## src/design/pfb_pkg.sv

```systemverilog
// Register map, field layout and timing constants of the fail flag bank
package pfb_pkg;

	// ----------------------------------------------------------------
	// Register byte offsets on the APB bus
	// ----------------------------------------------------------------
	localparam logic [7:0] OFS_STAT_B = 8'h00;
	localparam logic [7:0] OFS_ALRT_C = 8'h04;
	localparam logic [7:0] OFS_STAT_C = 8'h08;
	localparam logic [7:0] OFS_ALRT_D = 8'h0c;
	localparam logic [7:0] OFS_STAT_D = 8'h10;
	localparam logic [7:0] OFS_PACK = 8'h14;
	localparam logic [7:0] OFS_PF_EN = 8'h18;
	localparam logic [7:0] OFS_INT_STAT = 8'h1c;
	localparam logic [7:0] OFS_INT_MASK = 8'h20;

	// ----------------------------------------------------------------
	// Implemented bits of each flag register
	// ----------------------------------------------------------------
	localparam logic [7:0] MSK_STAT_B = 8'h9f;
	localparam logic [7:0] MSK_ALRT_C = 8'h78;
	localparam logic [7:0] MSK_STAT_C = 8'hff;
	localparam logic [7:0] MSK_D = 8'h01;

	// Enable word layout and reset value
	localparam int EN_B_LSB = 0;
	localparam int EN_C_LSB = 8;
	localparam int EN_D_BIT = 16;
	localparam logic [16:0] EN_RST = 17'h1_ffff;

	// ----------------------------------------------------------------
	// Pack condition word bit positions
	// ----------------------------------------------------------------
	localparam int BW_SLEEP = 15;
	localparam int BW_RSVD = 14;
	localparam int BW_SDP = 13;
	localparam int BW_PF = 12;
	localparam int BW_SS = 11;
	localparam int BW_FUSE = 10;
	localparam int BW_SEC_LSB = 8;
	localparam int BW_POR = 3;
	localparam int BW_CFG = 0;

	// Security state encodings
	localparam logic [1:0] SEC_UNINIT = 2'h0;
	localparam logic [1:0] SEC_FULL = 2'h1;
	localparam logic [1:0] SEC_UNSEALED = 2'h2;
	localparam logic [1:0] SEC_SEALED = 2'h3;

	// Interrupt status bit positions
	localparam int IRQ_PF = 0;
	localparam int IRQ_ALERT = 1;
	localparam int IRQ_SHUT = 2;
	localparam logic [2:0] IRQ_RST = 3'h0;

	// ----------------------------------------------------------------
	// Timing: one second at the pclk rate
	// ----------------------------------------------------------------
	localparam int SEC_PERIOD_US = 1000000;
	localparam int CLK_MHZ = 200;
	localparam int SEC_CYC = SEC_PERIOD_US * CLK_MHZ;

	// Configuration edit sequencing
	typedef enum logic [1:0] {
		PFB_CFG_IDLE = 2'b00,
		PFB_CFG_PROC = 2'b01,
		PFB_CFG_EDIT = 2'b10
	} pfb_cfg_t;

endpackage

```

## src/design/pfb_flag_bank.sv

```systemverilog
// Permanent fail flag bank with pack condition word behind an APB slave
`timescale 1ns/1ps

module pfb_flag_bank #(
	parameter int SEC_CYC = pfb_pkg::SEC_CYC
) (
	input wire logic pclk,
	input wire logic presetn,
	input wire logic psel,
	input wire logic penable,
	input wire logic pwrite,
	input wire logic [7:0] paddr,
	input wire logic [31:0] pwdata,
	output logic [31:0] prdata,
	output logic pready,
	output logic pslverr,
	input wire logic [7:0] stat_b_cond,
	input wire logic [7:0] alert_c_cond,
	input wire logic [7:0] stat_c_cond,
	input wire logic alert_d_cond,
	input wire logic stat_d_cond,
	input wire logic host_forced_fail,
	input wire logic safety_fault_active,
	input wire logic sleep_state,
	input wire logic shutdown_cmd,
	input wire logic shutdown_pin,
	input wire logic fuse_pin,
	input wire logic [1:0] security_state,
	input wire logic [6:4] low_flags,
	input wire logic sleep_allowed,
	input wire logic soft_charge_state,
	input wire logic enter_config_edit_command,
	input wire logic exit_config_edit_command,
	output logic config_edit_state,
	output logic irq
);

	// ----------------------------------------------------------------
	// Declarations
	// ----------------------------------------------------------------
	logic [7:0] stat_b_ff, alert_c_ff, stat_c_ff;
	logic alert_d_ff, stat_d_ff;
	logic [16:0] en_ff;
	logic [15:0] pack_ff, nxt_pack;
	logic [2:0] int_stat_ff, int_mask_ff, nxt_int_ev;
	logic [2:0] shut_sync_ff, fuse_sync_ff;
	logic shut_flt_ff, fuse_flt_ff, fuse_smp_ff;
	logic sdp_ff, por_ff;
	logic [31:0] sec_cnt_ff, hold_cnt_ff;
	pfb_pkg::pfb_cfg_t cfg_ff;
	logic setup_ph, wr_acc, rd_set;
	logic [7:0] nxt_alert_c;
	logic nxt_pf_sum;

	// Mapped address check, shared by read and write paths
	function automatic logic pfb_mapped(input logic [7:0] a);
		pfb_mapped = (a == pfb_pkg::OFS_STAT_B) ||
			(a == pfb_pkg::OFS_ALRT_C) || (a == pfb_pkg::OFS_STAT_C) ||
			(a == pfb_pkg::OFS_ALRT_D) || (a == pfb_pkg::OFS_STAT_D) ||
			(a == pfb_pkg::OFS_PACK) || (a == pfb_pkg::OFS_PF_EN) ||
			(a == pfb_pkg::OFS_INT_STAT) || (a == pfb_pkg::OFS_INT_MASK);
	endfunction

	// ----------------------------------------------------------------
	// APB handshake
	// ----------------------------------------------------------------
	// Zero wait states; read data captured in the setup phase
	assign pready = 1'b1;
	assign setup_ph = psel && !penable;
	assign wr_acc = psel && penable && pwrite && pfb_mapped(paddr);
	assign rd_set = setup_ph && !pwrite;
	// Read data and error registered at setup, stable in access
	// read is pure
	always_ff @(posedge pclk or negedge presetn) begin
		if (!presetn) begin
			prdata <= 32'h0000_0000;
			pslverr <= 1'b0;
		end else if (setup_ph) begin
			pslverr <= !pfb_mapped(paddr);
			prdata <= 32'h0000_0000;
			if (!pwrite) begin
				if (paddr == pfb_pkg::OFS_STAT_B) begin
					prdata[7:0] <= stat_b_ff;
				end else if (paddr == pfb_pkg::OFS_ALRT_C) begin
					prdata[7:0] <= alert_c_ff;
				end else if (paddr == pfb_pkg::OFS_STAT_C) begin
					prdata[7:0] <= stat_c_ff;
				end else if (paddr == pfb_pkg::OFS_ALRT_D) begin
					prdata[0] <= alert_d_ff;
				end else if (paddr == pfb_pkg::OFS_STAT_D) begin
					prdata[0] <= stat_d_ff;
				end else if (paddr == pfb_pkg::OFS_PACK) begin
					prdata[15:0] <= pack_ff;
				end else if (paddr == pfb_pkg::OFS_PF_EN) begin
					prdata[16:0] <= en_ff;
				end else if (paddr == pfb_pkg::OFS_INT_STAT) begin
					prdata[2:0] <= int_stat_ff;
				end else if (paddr == pfb_pkg::OFS_INT_MASK) begin
					prdata[2:0] <= int_mask_ff;
				end
			end
		end
	end

	// ----------------------------------------------------------------
	// Enables, writable only while configuration editing is open
	// ----------------------------------------------------------------
	// edits gated
	always_ff @(posedge pclk or negedge presetn) begin
		if (!presetn) begin
			en_ff <= pfb_pkg::EN_RST;
		end else if (wr_acc && paddr == pfb_pkg::OFS_PF_EN &&
			config_edit_state) begin
			en_ff <= pwdata[16:0];
		end
	end

	// ----------------------------------------------------------------
	// Permanent fail status flags, latched until reset
	// ----------------------------------------------------------------
	// latch status B
	always_ff @(posedge pclk or negedge presetn) begin
		if (!presetn) begin
			stat_b_ff <= 8'h00;
		end else begin
			stat_b_ff <= stat_b_ff | (stat_b_cond & pfb_pkg::MSK_STAT_B &
				en_ff[pfb_pkg::EN_B_LSB +: 8]);
		end
	end
	always_ff @(posedge pclk or negedge presetn) begin
		if (!presetn) begin
			stat_c_ff <= 8'h00;
		end else begin
			stat_c_ff <= stat_c_ff | ((stat_c_cond |
				{host_forced_fail, 7'h00}) & pfb_pkg::MSK_STAT_C &
				en_ff[pfb_pkg::EN_C_LSB +: 8]);
		end
	end
	always_ff @(posedge pclk or negedge presetn) begin
		if (!presetn) begin
			stat_d_ff <= 1'b0;
			alert_d_ff <= 1'b0;
		end else begin
			stat_d_ff <= stat_d_ff | (stat_d_cond & en_ff[pfb_pkg::EN_D_BIT]);
			alert_d_ff <= alert_d_cond & en_ff[pfb_pkg::EN_D_BIT];
		end
	end
	assign nxt_alert_c = alert_c_cond & pfb_pkg::MSK_ALRT_C &
		en_ff[pfb_pkg::EN_C_LSB +: 8];
	// Alert flags follow the condition while it lasts
	always_ff @(posedge pclk or negedge presetn) begin
		if (!presetn) begin
			alert_c_ff <= 8'h00;
		end else begin
			alert_c_ff <= nxt_alert_c;
		end
	end

	// ----------------------------------------------------------------
	// Pin synchronisers: three stages, change taken when 2 and 3 agree
	// ----------------------------------------------------------------
	always_ff @(posedge pclk or negedge presetn) begin
		if (!presetn) begin
			shut_sync_ff <= 3'h0;
			fuse_sync_ff <= 3'h0;
			shut_flt_ff <= 1'b0;
			fuse_flt_ff <= 1'b0;
		end else begin
			shut_sync_ff <= {shut_sync_ff[1:0], shutdown_pin};
			fuse_sync_ff <= {fuse_sync_ff[1:0], fuse_pin};
			if (shut_sync_ff[1] == shut_sync_ff[2]) begin
				shut_flt_ff <= shut_sync_ff[2];
			end
			if (fuse_sync_ff[1] == fuse_sync_ff[2]) begin
				fuse_flt_ff <= fuse_sync_ff[2];
			end
		end
	end

	// ----------------------------------------------------------------
	// One second timers
	// ----------------------------------------------------------------
	// fuse sampled once a second
	always_ff @(posedge pclk or negedge presetn) begin
		if (!presetn) begin
			sec_cnt_ff <= 32'h0000_0000;
			fuse_smp_ff <= 1'b0;
		end else if (sec_cnt_ff == 32'(SEC_CYC - 1)) begin
			sec_cnt_ff <= 32'h0000_0000;
			fuse_smp_ff <= fuse_flt_ff;
		end else begin
			sec_cnt_ff <= sec_cnt_ff + 32'h0000_0001;
		end
	end
	always_ff @(posedge pclk or negedge presetn) begin
		if (!presetn) begin
			hold_cnt_ff <= 32'h0000_0000;
		end else if (!shut_flt_ff) begin
			hold_cnt_ff <= 32'h0000_0000;
		end else if (hold_cnt_ff != 32'(SEC_CYC)) begin
			hold_cnt_ff <= hold_cnt_ff + 32'h0000_0001;
		end
	end
	always_ff @(posedge pclk or negedge presetn) begin
		if (!presetn) begin
			sdp_ff <= 1'b0;
		end else if (shutdown_cmd || hold_cnt_ff == 32'(SEC_CYC)) begin
			sdp_ff <= 1'b1;
		end
	end

	// ----------------------------------------------------------------
	// Configuration edit sequence
	// ----------------------------------------------------------------
	// set after processing
	always_ff @(posedge pclk or negedge presetn) begin
		if (!presetn) begin
			cfg_ff <= pfb_pkg::PFB_CFG_IDLE;
		end else begin
			case (cfg_ff)
				pfb_pkg::PFB_CFG_IDLE: begin
					if (enter_config_edit_command) begin
						cfg_ff <= pfb_pkg::PFB_CFG_PROC;
					end
				end
				pfb_pkg::PFB_CFG_PROC: begin
					cfg_ff <= pfb_pkg::PFB_CFG_EDIT;
				end
				pfb_pkg::PFB_CFG_EDIT: begin
					if (exit_config_edit_command) begin
						cfg_ff <= pfb_pkg::PFB_CFG_IDLE;
					end
				end
				default: begin
					cfg_ff <= pfb_pkg::PFB_CFG_IDLE;
				end
			endcase
		end
	end
	assign config_edit_state = (cfg_ff == pfb_pkg::PFB_CFG_EDIT);
	// Full reset flag, cleared on leaving the edit state
	always_ff @(posedge pclk or negedge presetn) begin
		if (!presetn) begin
			por_ff <= 1'b1;
		end else if (config_edit_state && exit_config_edit_command) begin
			por_ff <= 1'b0;
		end
	end

	// ----------------------------------------------------------------
	// Pack condition word
	// ----------------------------------------------------------------
	// fault summary
	assign nxt_pf_sum = (|stat_b_ff) || (|stat_c_ff) || stat_d_ff;
	always_comb begin
		nxt_pack = 16'h0000;
		nxt_pack[pfb_pkg::BW_SLEEP] = sleep_state;
		nxt_pack[pfb_pkg::BW_RSVD] = 1'b0;
		nxt_pack[pfb_pkg::BW_SDP] = sdp_ff;
		nxt_pack[pfb_pkg::BW_PF] = nxt_pf_sum;
		nxt_pack[pfb_pkg::BW_SS] = safety_fault_active;
		nxt_pack[pfb_pkg::BW_FUSE] = fuse_smp_ff;
		nxt_pack[pfb_pkg::BW_SEC_LSB +: 2] = security_state;
		nxt_pack[7:4] = {1'b0, low_flags};
		nxt_pack[pfb_pkg::BW_POR] = por_ff;
		nxt_pack[2] = sleep_allowed;
		nxt_pack[1] = soft_charge_state;
		nxt_pack[pfb_pkg::BW_CFG] = config_edit_state;
	end
	// Registered pack word; its summary bit doubles as the edge history
	always_ff @(posedge pclk or negedge presetn) begin
		if (!presetn) begin
			pack_ff <= 16'h0000;
		end else begin
			pack_ff <= nxt_pack;
		end
	end

	// ----------------------------------------------------------------
	// Interrupt status (write one to clear, set wins) and mask
	// ----------------------------------------------------------------
	always_comb begin
		nxt_int_ev = 3'h0;
		nxt_int_ev[pfb_pkg::IRQ_PF] = nxt_pf_sum && !pack_ff[pfb_pkg::BW_PF];
		nxt_int_ev[pfb_pkg::IRQ_ALERT] = |(nxt_alert_c & ~alert_c_ff);
		nxt_int_ev[pfb_pkg::IRQ_SHUT] = nxt_pack[pfb_pkg::BW_SDP] &&
			!pack_ff[pfb_pkg::BW_SDP];
	end

	always_ff @(posedge pclk or negedge presetn) begin
		if (!presetn) begin
			int_stat_ff <= pfb_pkg::IRQ_RST;
		end else if (wr_acc && paddr == pfb_pkg::OFS_INT_STAT) begin
			int_stat_ff <= (int_stat_ff & ~pwdata[2:0]) | nxt_int_ev;
		end else begin
			int_stat_ff <= int_stat_ff | nxt_int_ev;
		end
	end

	always_ff @(posedge pclk or negedge presetn) begin
		if (!presetn) begin
			int_mask_ff <= pfb_pkg::IRQ_RST;
		end else if (wr_acc && paddr == pfb_pkg::OFS_INT_MASK) begin
			int_mask_ff <= pwdata[2:0];
		end
	end
	assign irq = |(int_stat_ff & int_mask_ff);
endmodule // pfb_flag_bank

```

## config.mk

```make
export PLATFORM = sky130hd
export DESIGN_NAME = pfb_flag_bank
export DESIGN_NICKNAME = d
export VERILOG_FILES = /design/src/design/pfb_pkg.sv /design/src/design/pfb_flag_bank.sv
export SDC_FILE = /design/constraint.sdc
export NUM_CORES = 1
export LEC_CHECK = 0
export ABC_AREA = 1
export BUFFER_PORTS_ARGS = -buffer_cell sky130_fd_sc_hd__buf_4
export CAP_MARGIN = 0
export CORE_ASPECT_RATIO = 0.8
export CORE_MARGIN = 2
export CORE_UTILIZATION = 50
export DETAILED_ROUTE_END_ITERATION = 6
export GPL_TIMING_DRIVEN = 1
export HOLD_SLACK_MARGIN = 0.15
export PLACE_DENSITY = 0.72
export SYNTH_ARGS = -nofsm -noshare
export SYNTH_HDL_FRONTEND = slang
export SYNTH_SLANG_ARGS = --single-unit
```

## constraint.sdc

```tcl
create_clock -name pclk -period 3.5 [get_ports pclk]
set_input_delay 0.35 -clock pclk [delete_from_list [all_inputs] [get_ports pclk]]
set_output_delay 0.35 -clock pclk [all_outputs]
set_load 0.01 [all_outputs]
```

* Word level (Yosys, flattened, before mapping)
Index checks and enable logic that the tools add are counted.
** Storage, ports and cells
- Bits in registers :: 158
- Bits of input ports :: 86
- Output and inout port bits :: 36
- Logic and storage cells :: 114
** Cells by class
- $add $sub $neg :: 2
- Equality and inequality tests :: 18
- Mux-type cells :: 24
- Bitwise logic cells :: 16
- Reductions and logical operators :: 33
** Operator list (count)
- 32-bit 2-to-1 mux :: 3
- 32-bit by 1-bit adder with 32-bit output, second input constant :: 2
- 32-bit by 28-bit equality test with 1-bit output, second input constant :: 2
- 16-bit 2-to-1 mux :: 3
- 8-bit by 5-bit equality test with 1-bit output, second input constant :: 4
- 32-bit by 28-bit inequality test with 1-bit output, second input constant :: 1
- 9-bit 2-to-1 mux :: 3
- 8-bit AND :: 3
- 8-bit 2-to-1 mux :: 3
- 8-bit OR :: 3
- 8-bit OR reduction :: 3
- 17-bit 2-to-1 mux :: 1
- 8-bit by 4-bit equality test with 1-bit output, second input constant :: 2
- 14-bit 2-to-1 mux :: 1
- 3-bit 2-to-1 mux :: 4
- 1-bit logical AND :: 11
- 1-bit logical OR :: 11
- 7-bit by 8-bit AND with 8-bit output :: 1
- 8-bit by 3-bit equality test with 1-bit output, second input constant :: 1
- 8-bit by 6-bit equality test with 1-bit output, second input constant :: 1
- 8-bit logical NOT :: 1
- 8-bit NOT :: 1
- 3-bit AND :: 2
- 3-bit OR :: 2
- 15 further kinds :: 24

* Depth between registers and ports, before layout
Gate-level depths: netlist of the first run.
- Depth in word-level cells :: 12
- Gate-level depth with buffers :: 12
- Depth with buffers taken out :: 12

* Worst setup path before layout of the first run
Ideal clock, no wire load.
- Kind :: reg-to-reg
- Start :: register sec_cnt_ff[0]
- End :: register sec_cnt_ff[16]
- Library setup time :: 0.120 ns
- Data arrival time :: 1.487 ns
- Data required time :: 3.380 ns
- Setup slack :: 1.893 ns
- Cell stages (with the launch flop) :: 10
- Buffers on the path :: 2
- Period minus slack after synthesis :: 1.607 ns
- Cells stage by stage :: dfrtp_1 > ha_1 > nand2_1 > nor2_2 > nand3_2 > nor2_4 > and3_1 > buf_4 > buf_6 > nor2_1
** Between the ends
- Word-level cells in the longest chain between the ends :: 2
- Elaborated cells on any way between the ends :: 3
- Classes of those cells :: add/sub (1); eq/ne (1); mux (1)
** Ends and longest elaborated chain
- start: declaration :: line pfb_flag_bank.sv:49 : logic [31:0] sec_cnt_ff, hold_cnt_ff;
- start signal: assignment :: line pfb_flag_bank.sv:192 : sec_cnt_ff <= sec_cnt_ff + 32'h0000_0001;
- 32-bit by 1-bit adder with 32-bit output / 32-bit by 28-bit equality test with 1-bit output (equally long branches) :: line pfb_flag_bank.sv:192, pfb_flag_bank.sv:188
- 32-bit 2-to-1 mux (*) :: line pfb_flag_bank.sv:188 : end else if (sec_cnt_ff == 32'(SEC_CYC - 1)) begin
Mark *: on every way between the ends. The rest lies on a longest branch, timed or not.
A chain may end at the register's enable or synchronous reset.

* Final worst setup path of the first run
- Start :: register sec_cnt_ff[0]
- End :: register fuse_smp_ff
** Between the ends
- Word-level cells in the longest chain between the ends :: 1
** Ends and longest elaborated chain
- 32-bit by 28-bit equality test with 1-bit output :: line pfb_flag_bank.sv:188
- end signal: assignment :: line pfb_flag_bank.sv:190 : fuse_smp_ff <= fuse_flt_ff;
- end: declaration :: line pfb_flag_bank.sv:47 : logic shut_flt_ff, fuse_flt_ff, fuse_smp_ff;
No other way between the ends.

==> results.md, run 1 <==
* Status: finished, final reports clean
* Crit end category: flip-flop
* Top-Level Pins at 122
* Synth Instances at 897
* Worst Hold Path Cells at 3
* Achievable Freq at 0.455 GHz
* Unrepaired setup endpoints after global routing: false
* Relative slew slack at 48.7%
* DIE HEIGHT at 114 um
* DRT Wirelength at 19.0 mm
* Crit-path slowest cell: and3_1
* Clock share of power at 45.7%
* Final Non-Filler Cells at 1230
* Hold Crit Start: pwdata[3]
* Critical Path Max Stage Delay at 0.68 ns
* Layout Skew at 0.00995 ns
* Max-Cap Viols at 0
* Syn. warnings at 0
* Die ar. at 16100 um^2
* Final Util at 62.4%
* Largest net degree at the start of global routing at 83
* Via Count at 6407
* Clock Tree Buf Depth at 2
* Highest-count cells in the layout ignoring fill and taps: nand2_1, dfrtp_1, inv_1, nor2_1, buf_4
* Vias in the first global route at 6164
* Clock buffer count from CTS at 17
* Initial Utilization at 50.7%
* Total GRT Usage at 24.7%
* DR vias/cell at 5.21
* Sequential power share at 47.6%
* Cells after DPL at 1155
* Worst-skew pair later-pin latency at 0.43 ns
* Final antenna-violating net count at 0
* Ant diodes at 0
* Setup_tns at 0 ns
* Post-synth ARST share at 100%
* Clock sinks at 152
* Sequential fraction of the synthesis area at 50.6%
* Critical path, cell by cell: ha_1 -> nand2_1 -> nor2_2 -> nand3_2 -> nor2_4 -> and3_1 -> o21ai_0
* Switching Fraction at 25.6%
* Post-CTS Setup Bufs at 0
* Min-delay worst type: in -> reg
* Max-slew violation count at 0
* Clk root buf: clkbuf_16
* Critical R2R Capture: fuse_smp_ff$_DFFE_PN0N_
* Kind of critical path: reg -> reg
* H-tree depth at 4
* Cell-internal power at 2840 uW
* Worst r2r src: sec_cnt_ff[0]$_DFF_PN0_
* Initial DRC Count at 597
* Clock transition at the registers of the reported paths at 0.07 ns
* Max VDD drop at 483 uV
* Combinational Power Share at 6.7%
* Syn Area/Cell at 8.44 um^2
* Crit share post-route at 62.8%
* Fin nets at 1117
* CTS tree: yes
* Grt total ovfl at 0
* Area grow syn2layout at 23.0%
* First-pass GRT wire length at 31.0 mm
* Initial antenna violation count at 0
* Die W at 142 um
* Switching Power at 975 uW
* Layout cell share with drive strength beyond 1 at 16.8%
* Worst Tran Pin Value at 0.769 ns
* GP Congestion at 0.917
* Num rows at 40
* Power Density at 410 nW/um^2
* Worst r2r path cells at 7
* Number of library cell types mapped by synthesis at 48
* CP Max Fanout at 19
* Core Region at 14900 um^2
* Synth Flop Type: dfrtp_1
* Initial DRT Pass Iterations at 5
* Startpoint types: flip-flop
* Port bufs at 84
* Arr. time, crit path at 2.48 ns
* Endpoints failing hold at 0
* Netlist Area Pre-Place at 7570 um^2
* Final setup fails at 0
* Minimum clock period after layout at 2.20 ns
* Static leakage at 0.00436 uW
* Fin Hold WS at 0.163 ns
* CP required at 3.78 ns
* #FFs+latches synth at 152
* WL/cell at 15.5 um
* DRC errors left at 0
* Most common cell after layout, fill and taps aside: nand2_1
* Worst hold endpoint: en_ff[3]$_DFFE_PN1P_
* Number of flops mapped to enable cells by yosys at 0
* Detailed Place HPWL at 13.2 mm
* Worst R2R Setup Slack at 1.30 ns
layer usage:
layer	global-route usage (%)	vias up	routed length [um]
li1	-	3174	-
met1	35.8	2995	8900
met2	38.0	213	8680
met3	5.00	25	1130
met4	7.27	0	306
met5	0	-	0
worst max-delay path by stage:
stage | from | to | slack, ns | cells past startpoint
5_1_grt | sec_cnt_ff[0]$_DFF_PN0_ | fuse_smp_ff$_DFFE_PN0N_ | 1.08 | 7
3_3_place_gp | paddr[5] | en_ff[15]$_DFFE_PN1P_ | 1.12 | 11
3_5_place_dp | paddr[5] | en_ff[4]$_DFFE_PN1P_ | 1.06 | 11
6_report | sec_cnt_ff[0]$_DFF_PN0_ | fuse_smp_ff$_DFFE_PN0N_ | 1.30 | 7
4_1_cts | sec_cnt_ff[0]$_DFF_PN0_ | fuse_smp_ff$_DFFE_PN0N_ | 1.27 | 7
2_1_floorplan | sec_cnt_ff[0]$_DFF_PN0_ | sec_cnt_ff[16]$_DFF_PN0_ | 1.89 | 9
final cells by class:
type	count	area, um^2
tap	189	236
sequential	152	3830
timing repair buffer	130	1100
clock buffer	17	425
inverter	110	415
fill	1298	5610
multi-input combinational	617	3170
clock inverter	15	134
power groups by stage:
| stage | Clock [uW] | Combinational, uW | Sequential, uW |
|---|---|---|---|
| final | 1740 | 254 | 1820 |
| after global routing | 1870 | 284 | 1820 |
| after CTS | 1780 | 258 | 1820 |
| after detailed placement | 0 | 219 | 1850 |
| after global placement | 0 | 217 | 1850 |
| after floorplan | 0 | 103 | 1840 |
logic make-up after synthesis:
group	share of synthesized area, %
AOI/OAI and AO/OA	6.51
xor gates and xnor gates	4.17
adders and majority gates	0.761
buffers and inverters	8.27
DFF	50.6
other	0.0992
and+or+nand+nor	29.6
stage by stage:
step	total power, uW	setup WS, ns	cell area, um^2
floorplan	1940	1.89	7620
global placement	2060	1.12	8320
detailed placement	2070	1.06	8320
CTS	3850	1.27	9310
global route	3970	1.08	9310
finish	3810	1.30	9310
repair_timing:
action | 4_1_cts | 5_1_grt
hold buffers | 43 | 0
resized for setup | 0 | 0
hold endpoints to repair | 109 | 0
synthesized netlist by cell type, types with 5 or more instances:
| master | instances | area [um^2] |
|---|---|---|
| clkbuf_1 | 7 | 26.3 |
| buf_4 | 19 | 143 |
| nand2_2 | 5 | 31.3 |
| o21ai_0 | 21 | 105 |
| inv_2 | 5 | 18.8 |
| xnor2_1 | 10 | 87.6 |
| nor2_2 | 6 | 37.5 |
| dfrtp_1 | 134 | 3350 |
| a32o_1 | 9 | 90.1 |
| inv_1 | 103 | 387 |
| a21o_1 | 5 | 37.5 |
| nand4_1 | 45 | 282 |
| nor2_1 | 91 | 342 |
| dfstp_2 | 18 | 473 |
| a21oi_1 | 19 | 95.1 |
| nor4_1 | 15 | 93.8 |
| nor3_1 | 40 | 200 |
| xor2_1 | 26 | 228 |
| nor2_4 | 7 | 78.8 |
| nand3_1 | 36 | 180 |
| nand2_1 | 228 | 856 |
sequential cells by signal, summed over array words and instances, names as in the netlist:
signal	flops
shut_sync_ff	3
shut_flt_ff	1
alert_c_ff	4
por_ff	1
int_stat_ff	3
pack_ff	14
cfg_ff	2
prdata	17
sdp_ff	1
int_mask_ff	3
hold_cnt_ff	32
fuse_flt_ff	1
stat_d_ff	1
sec_cnt_ff	32
fuse_sync_ff	3
en_ff	17
alert_d_ff	1
stat_c_ff	8
pslverr	1
stat_b_ff	6
fuse_smp_ff	1
worst max-delay path: cells and delay by family (launching register included):
kind                       cells  cell delay (ns)
adders and majority gates      1             0.24
and+or+nand+nor                5             1.21
DFF                            1             0.43
AOI/OAI and AO/OA              1             0.16
(Power assumes the default switching activity.)
==> inputs of run 2 (changes only) <==
Settings changed: PLACE_DENSITY 0.72 to 0.75.
Clock period 3.5 ns to 2.02 ns, I/O delays scaled along.
==> results.md, run 2 (same netlist as run 1, synthesis figures left out) <==
* Largest registers: hold_cnt_ff: 32 flops, sec_cnt_ff: 32 flops
* Clock sinks at 152
* DIE HEIGHT at 114 um
* DRT Wirelength at 19.3 mm
* Unrepaired setup endpoints after global routing: false
* H-tree depth at 4
* Most common cell after layout, fill and taps aside: nand2_1
* Power Density at 701 nW/um^2
* GP Congestion at 0.944
* Max-Cap Viols at 0
* Final antenna-violating net count at 0
* WL/cell at 15.4 um
* Min-delay worst type: in -> reg
* Fin Hold WS at 0.164 ns
* Total GRT Usage at 25.0%
* CTS tree: yes
* Initial Utilization at 50.7%
* Endpoints failing hold at 0
* Fill count at 1208
* Initial DRC Count at 654
* Top-Level Pins at 122
* Via Count at 6668
* Die ar. at 16100 um^2
* Arr. time, crit path at 2.09 ns
* Achievable Freq at 0.562 GHz
* Initial antenna violation count at 0
* Fin nets at 1143
* Critical path endpoint: hold_cnt_ff[30]$_DFFE_PN0P_
* Max VDD drop at 621 uV
* Clock Tree Buf Depth at 2
* Grt total ovfl at 0
* Initial DRT Pass Iterations at 6
* Worst R2R Setup Slack at 0.24 ns
* Startpoint types: flip-flop
* Clock buffer count from CTS at 17
* First-pass GRT wire length at 31.5 mm
* Minimum clock period after layout at 1.78 ns
* Static leakage at 0.00449 uW
* Clk root buf: clkbuf_16
* Max-slew violation count at 0
* Total Power at 6700 uW
* DR vias/cell at 5.31
* Worst Tran Pin Value at 0.597 ns
* Status: finished, final reports clean
* Setup_tns at 0 ns
* Final instance area at 9550 um^2
* Placed cell areas at 8440 um^2
* Die W at 142 um
* Final setup fails at 0
* Relative slew slack at 59.9%
* Detailed Place HPWL at 13.6 mm
* Worst r2r src: hold_cnt_ff[0]$_DFFE_PN0P_
* Clock transition at the registers of the reported paths at 0.06 ns
* Area grow syn2layout at 26.2%
* Kind of critical path: reg -> reg
* Port bufs at 84
* Critical R2R Capture: hold_cnt_ff[30]$_DFFE_PN0P_
* Crit end category: flip-flop
* Highest-count cells in the layout ignoring fill and taps: nand2_1, dfrtp_1, inv_1, buf_4, nor2_1
* Post-CTS Setup Bufs at 0
* Vias in the first global route at 6336
* DRC errors left at 0
* Layout Skew at 0.00750 ns
* Worst-skew pair later-pin latency at 0.43 ns
* Crit share post-route at 88.1%
* Final Util at 64.0%
* CP required at 2.33 ns
* Largest net degree at the start of global routing at 55
* Crit path launch: hold_cnt_ff[0]$_DFFE_PN0P_
* Core Region at 14900 um^2
* Num rows at 40
* Ant diodes at 0
* CP Max Fanout at 4
* Worst r2r path cells at 9
* Layout cell share with drive strength beyond 1 at 17.7%
==> run 2: area by class of cell <==
class | instances | area, um^2 | area share (%)
clock buffer | 21 | 470 | 4.93
clock inverter | 11 | 96.3 | 1.01
inverter | 110 | 415 | 4.35
multi-input combinational | 617 | 3170 | 33.2
sequential | 152 | 3830 | 40.1
tap | 189 | 236 | 2.48
timing repair buffer | 156 | 1340 | 14.0
==> run 2: layer usage <==
metal  vias up  GRT usage [%]  part of all wire, %
met5         -              0                    0
met4         0           7.33                  1.6
met3        30           5.25                  6.3
met2       241           39.2                   45
met1      3182           35.4                   47
li1       3215              -                    -
==> run 2: metrics by stage <==
stage / setup WS (ns) / std cells
CTS: 0.257 / 1256
global route: 0.0917 / 1256
global placement: 0.243 / 1170
detailed placement: 0.144 / 1170
finish: 0.241 / 1256
floorplan: 0.413 / 911
==> run 2: timing repair <==
item,CTS,global route
hold buffers,54,0
endpoints found under the hold margin,111,0
gates resized for setup,0,0
==> run 2: power by group <==
| part | internal, uW | switching [uW] | total, uW |
|---|---|---|---|
| registers | 3110 | 32.9 | 3140 |
| logic | 225 | 264 | 490 |
| clock network | 1780 | 1290 | 3070 |
| total | 5110 | 1590 | 6700 |
==> run 2: worst min path at each step <==
stage                              end  depth (start not counted)  slack [ns]  startpoint
6_report         prdata[2]$_DFFE_PN0P_                          6        0.16    paddr[2]
5_1_grt          prdata[2]$_DFFE_PN0P_                          6        0.17    paddr[2]
4_1_cts          prdata[2]$_DFFE_PN0P_                          6        0.15    paddr[2]
3_5_place_dp     prdata[0]$_DFFE_PN0P_                          1        0.20     presetn
3_3_place_gp       stat_d_ff$_DFF_PN0_                          1        0.20     presetn
2_1_floorplan  alert_c_ff[3]$_DFF_PN0_                          0       -0.09     presetn
==> run 2: worst max-delay path, stage by stage, from the launching register on <==
cell and delay, ns:
dfrtp_1 0.39, ha_1 0.18, nand2_1 0.07, inv_1 0.14
nand2_1 0.10, nor2_1 0.24, and3_1 0.25, nand2_1 0.09
xor2_1 0.14, nor2_1 0.05
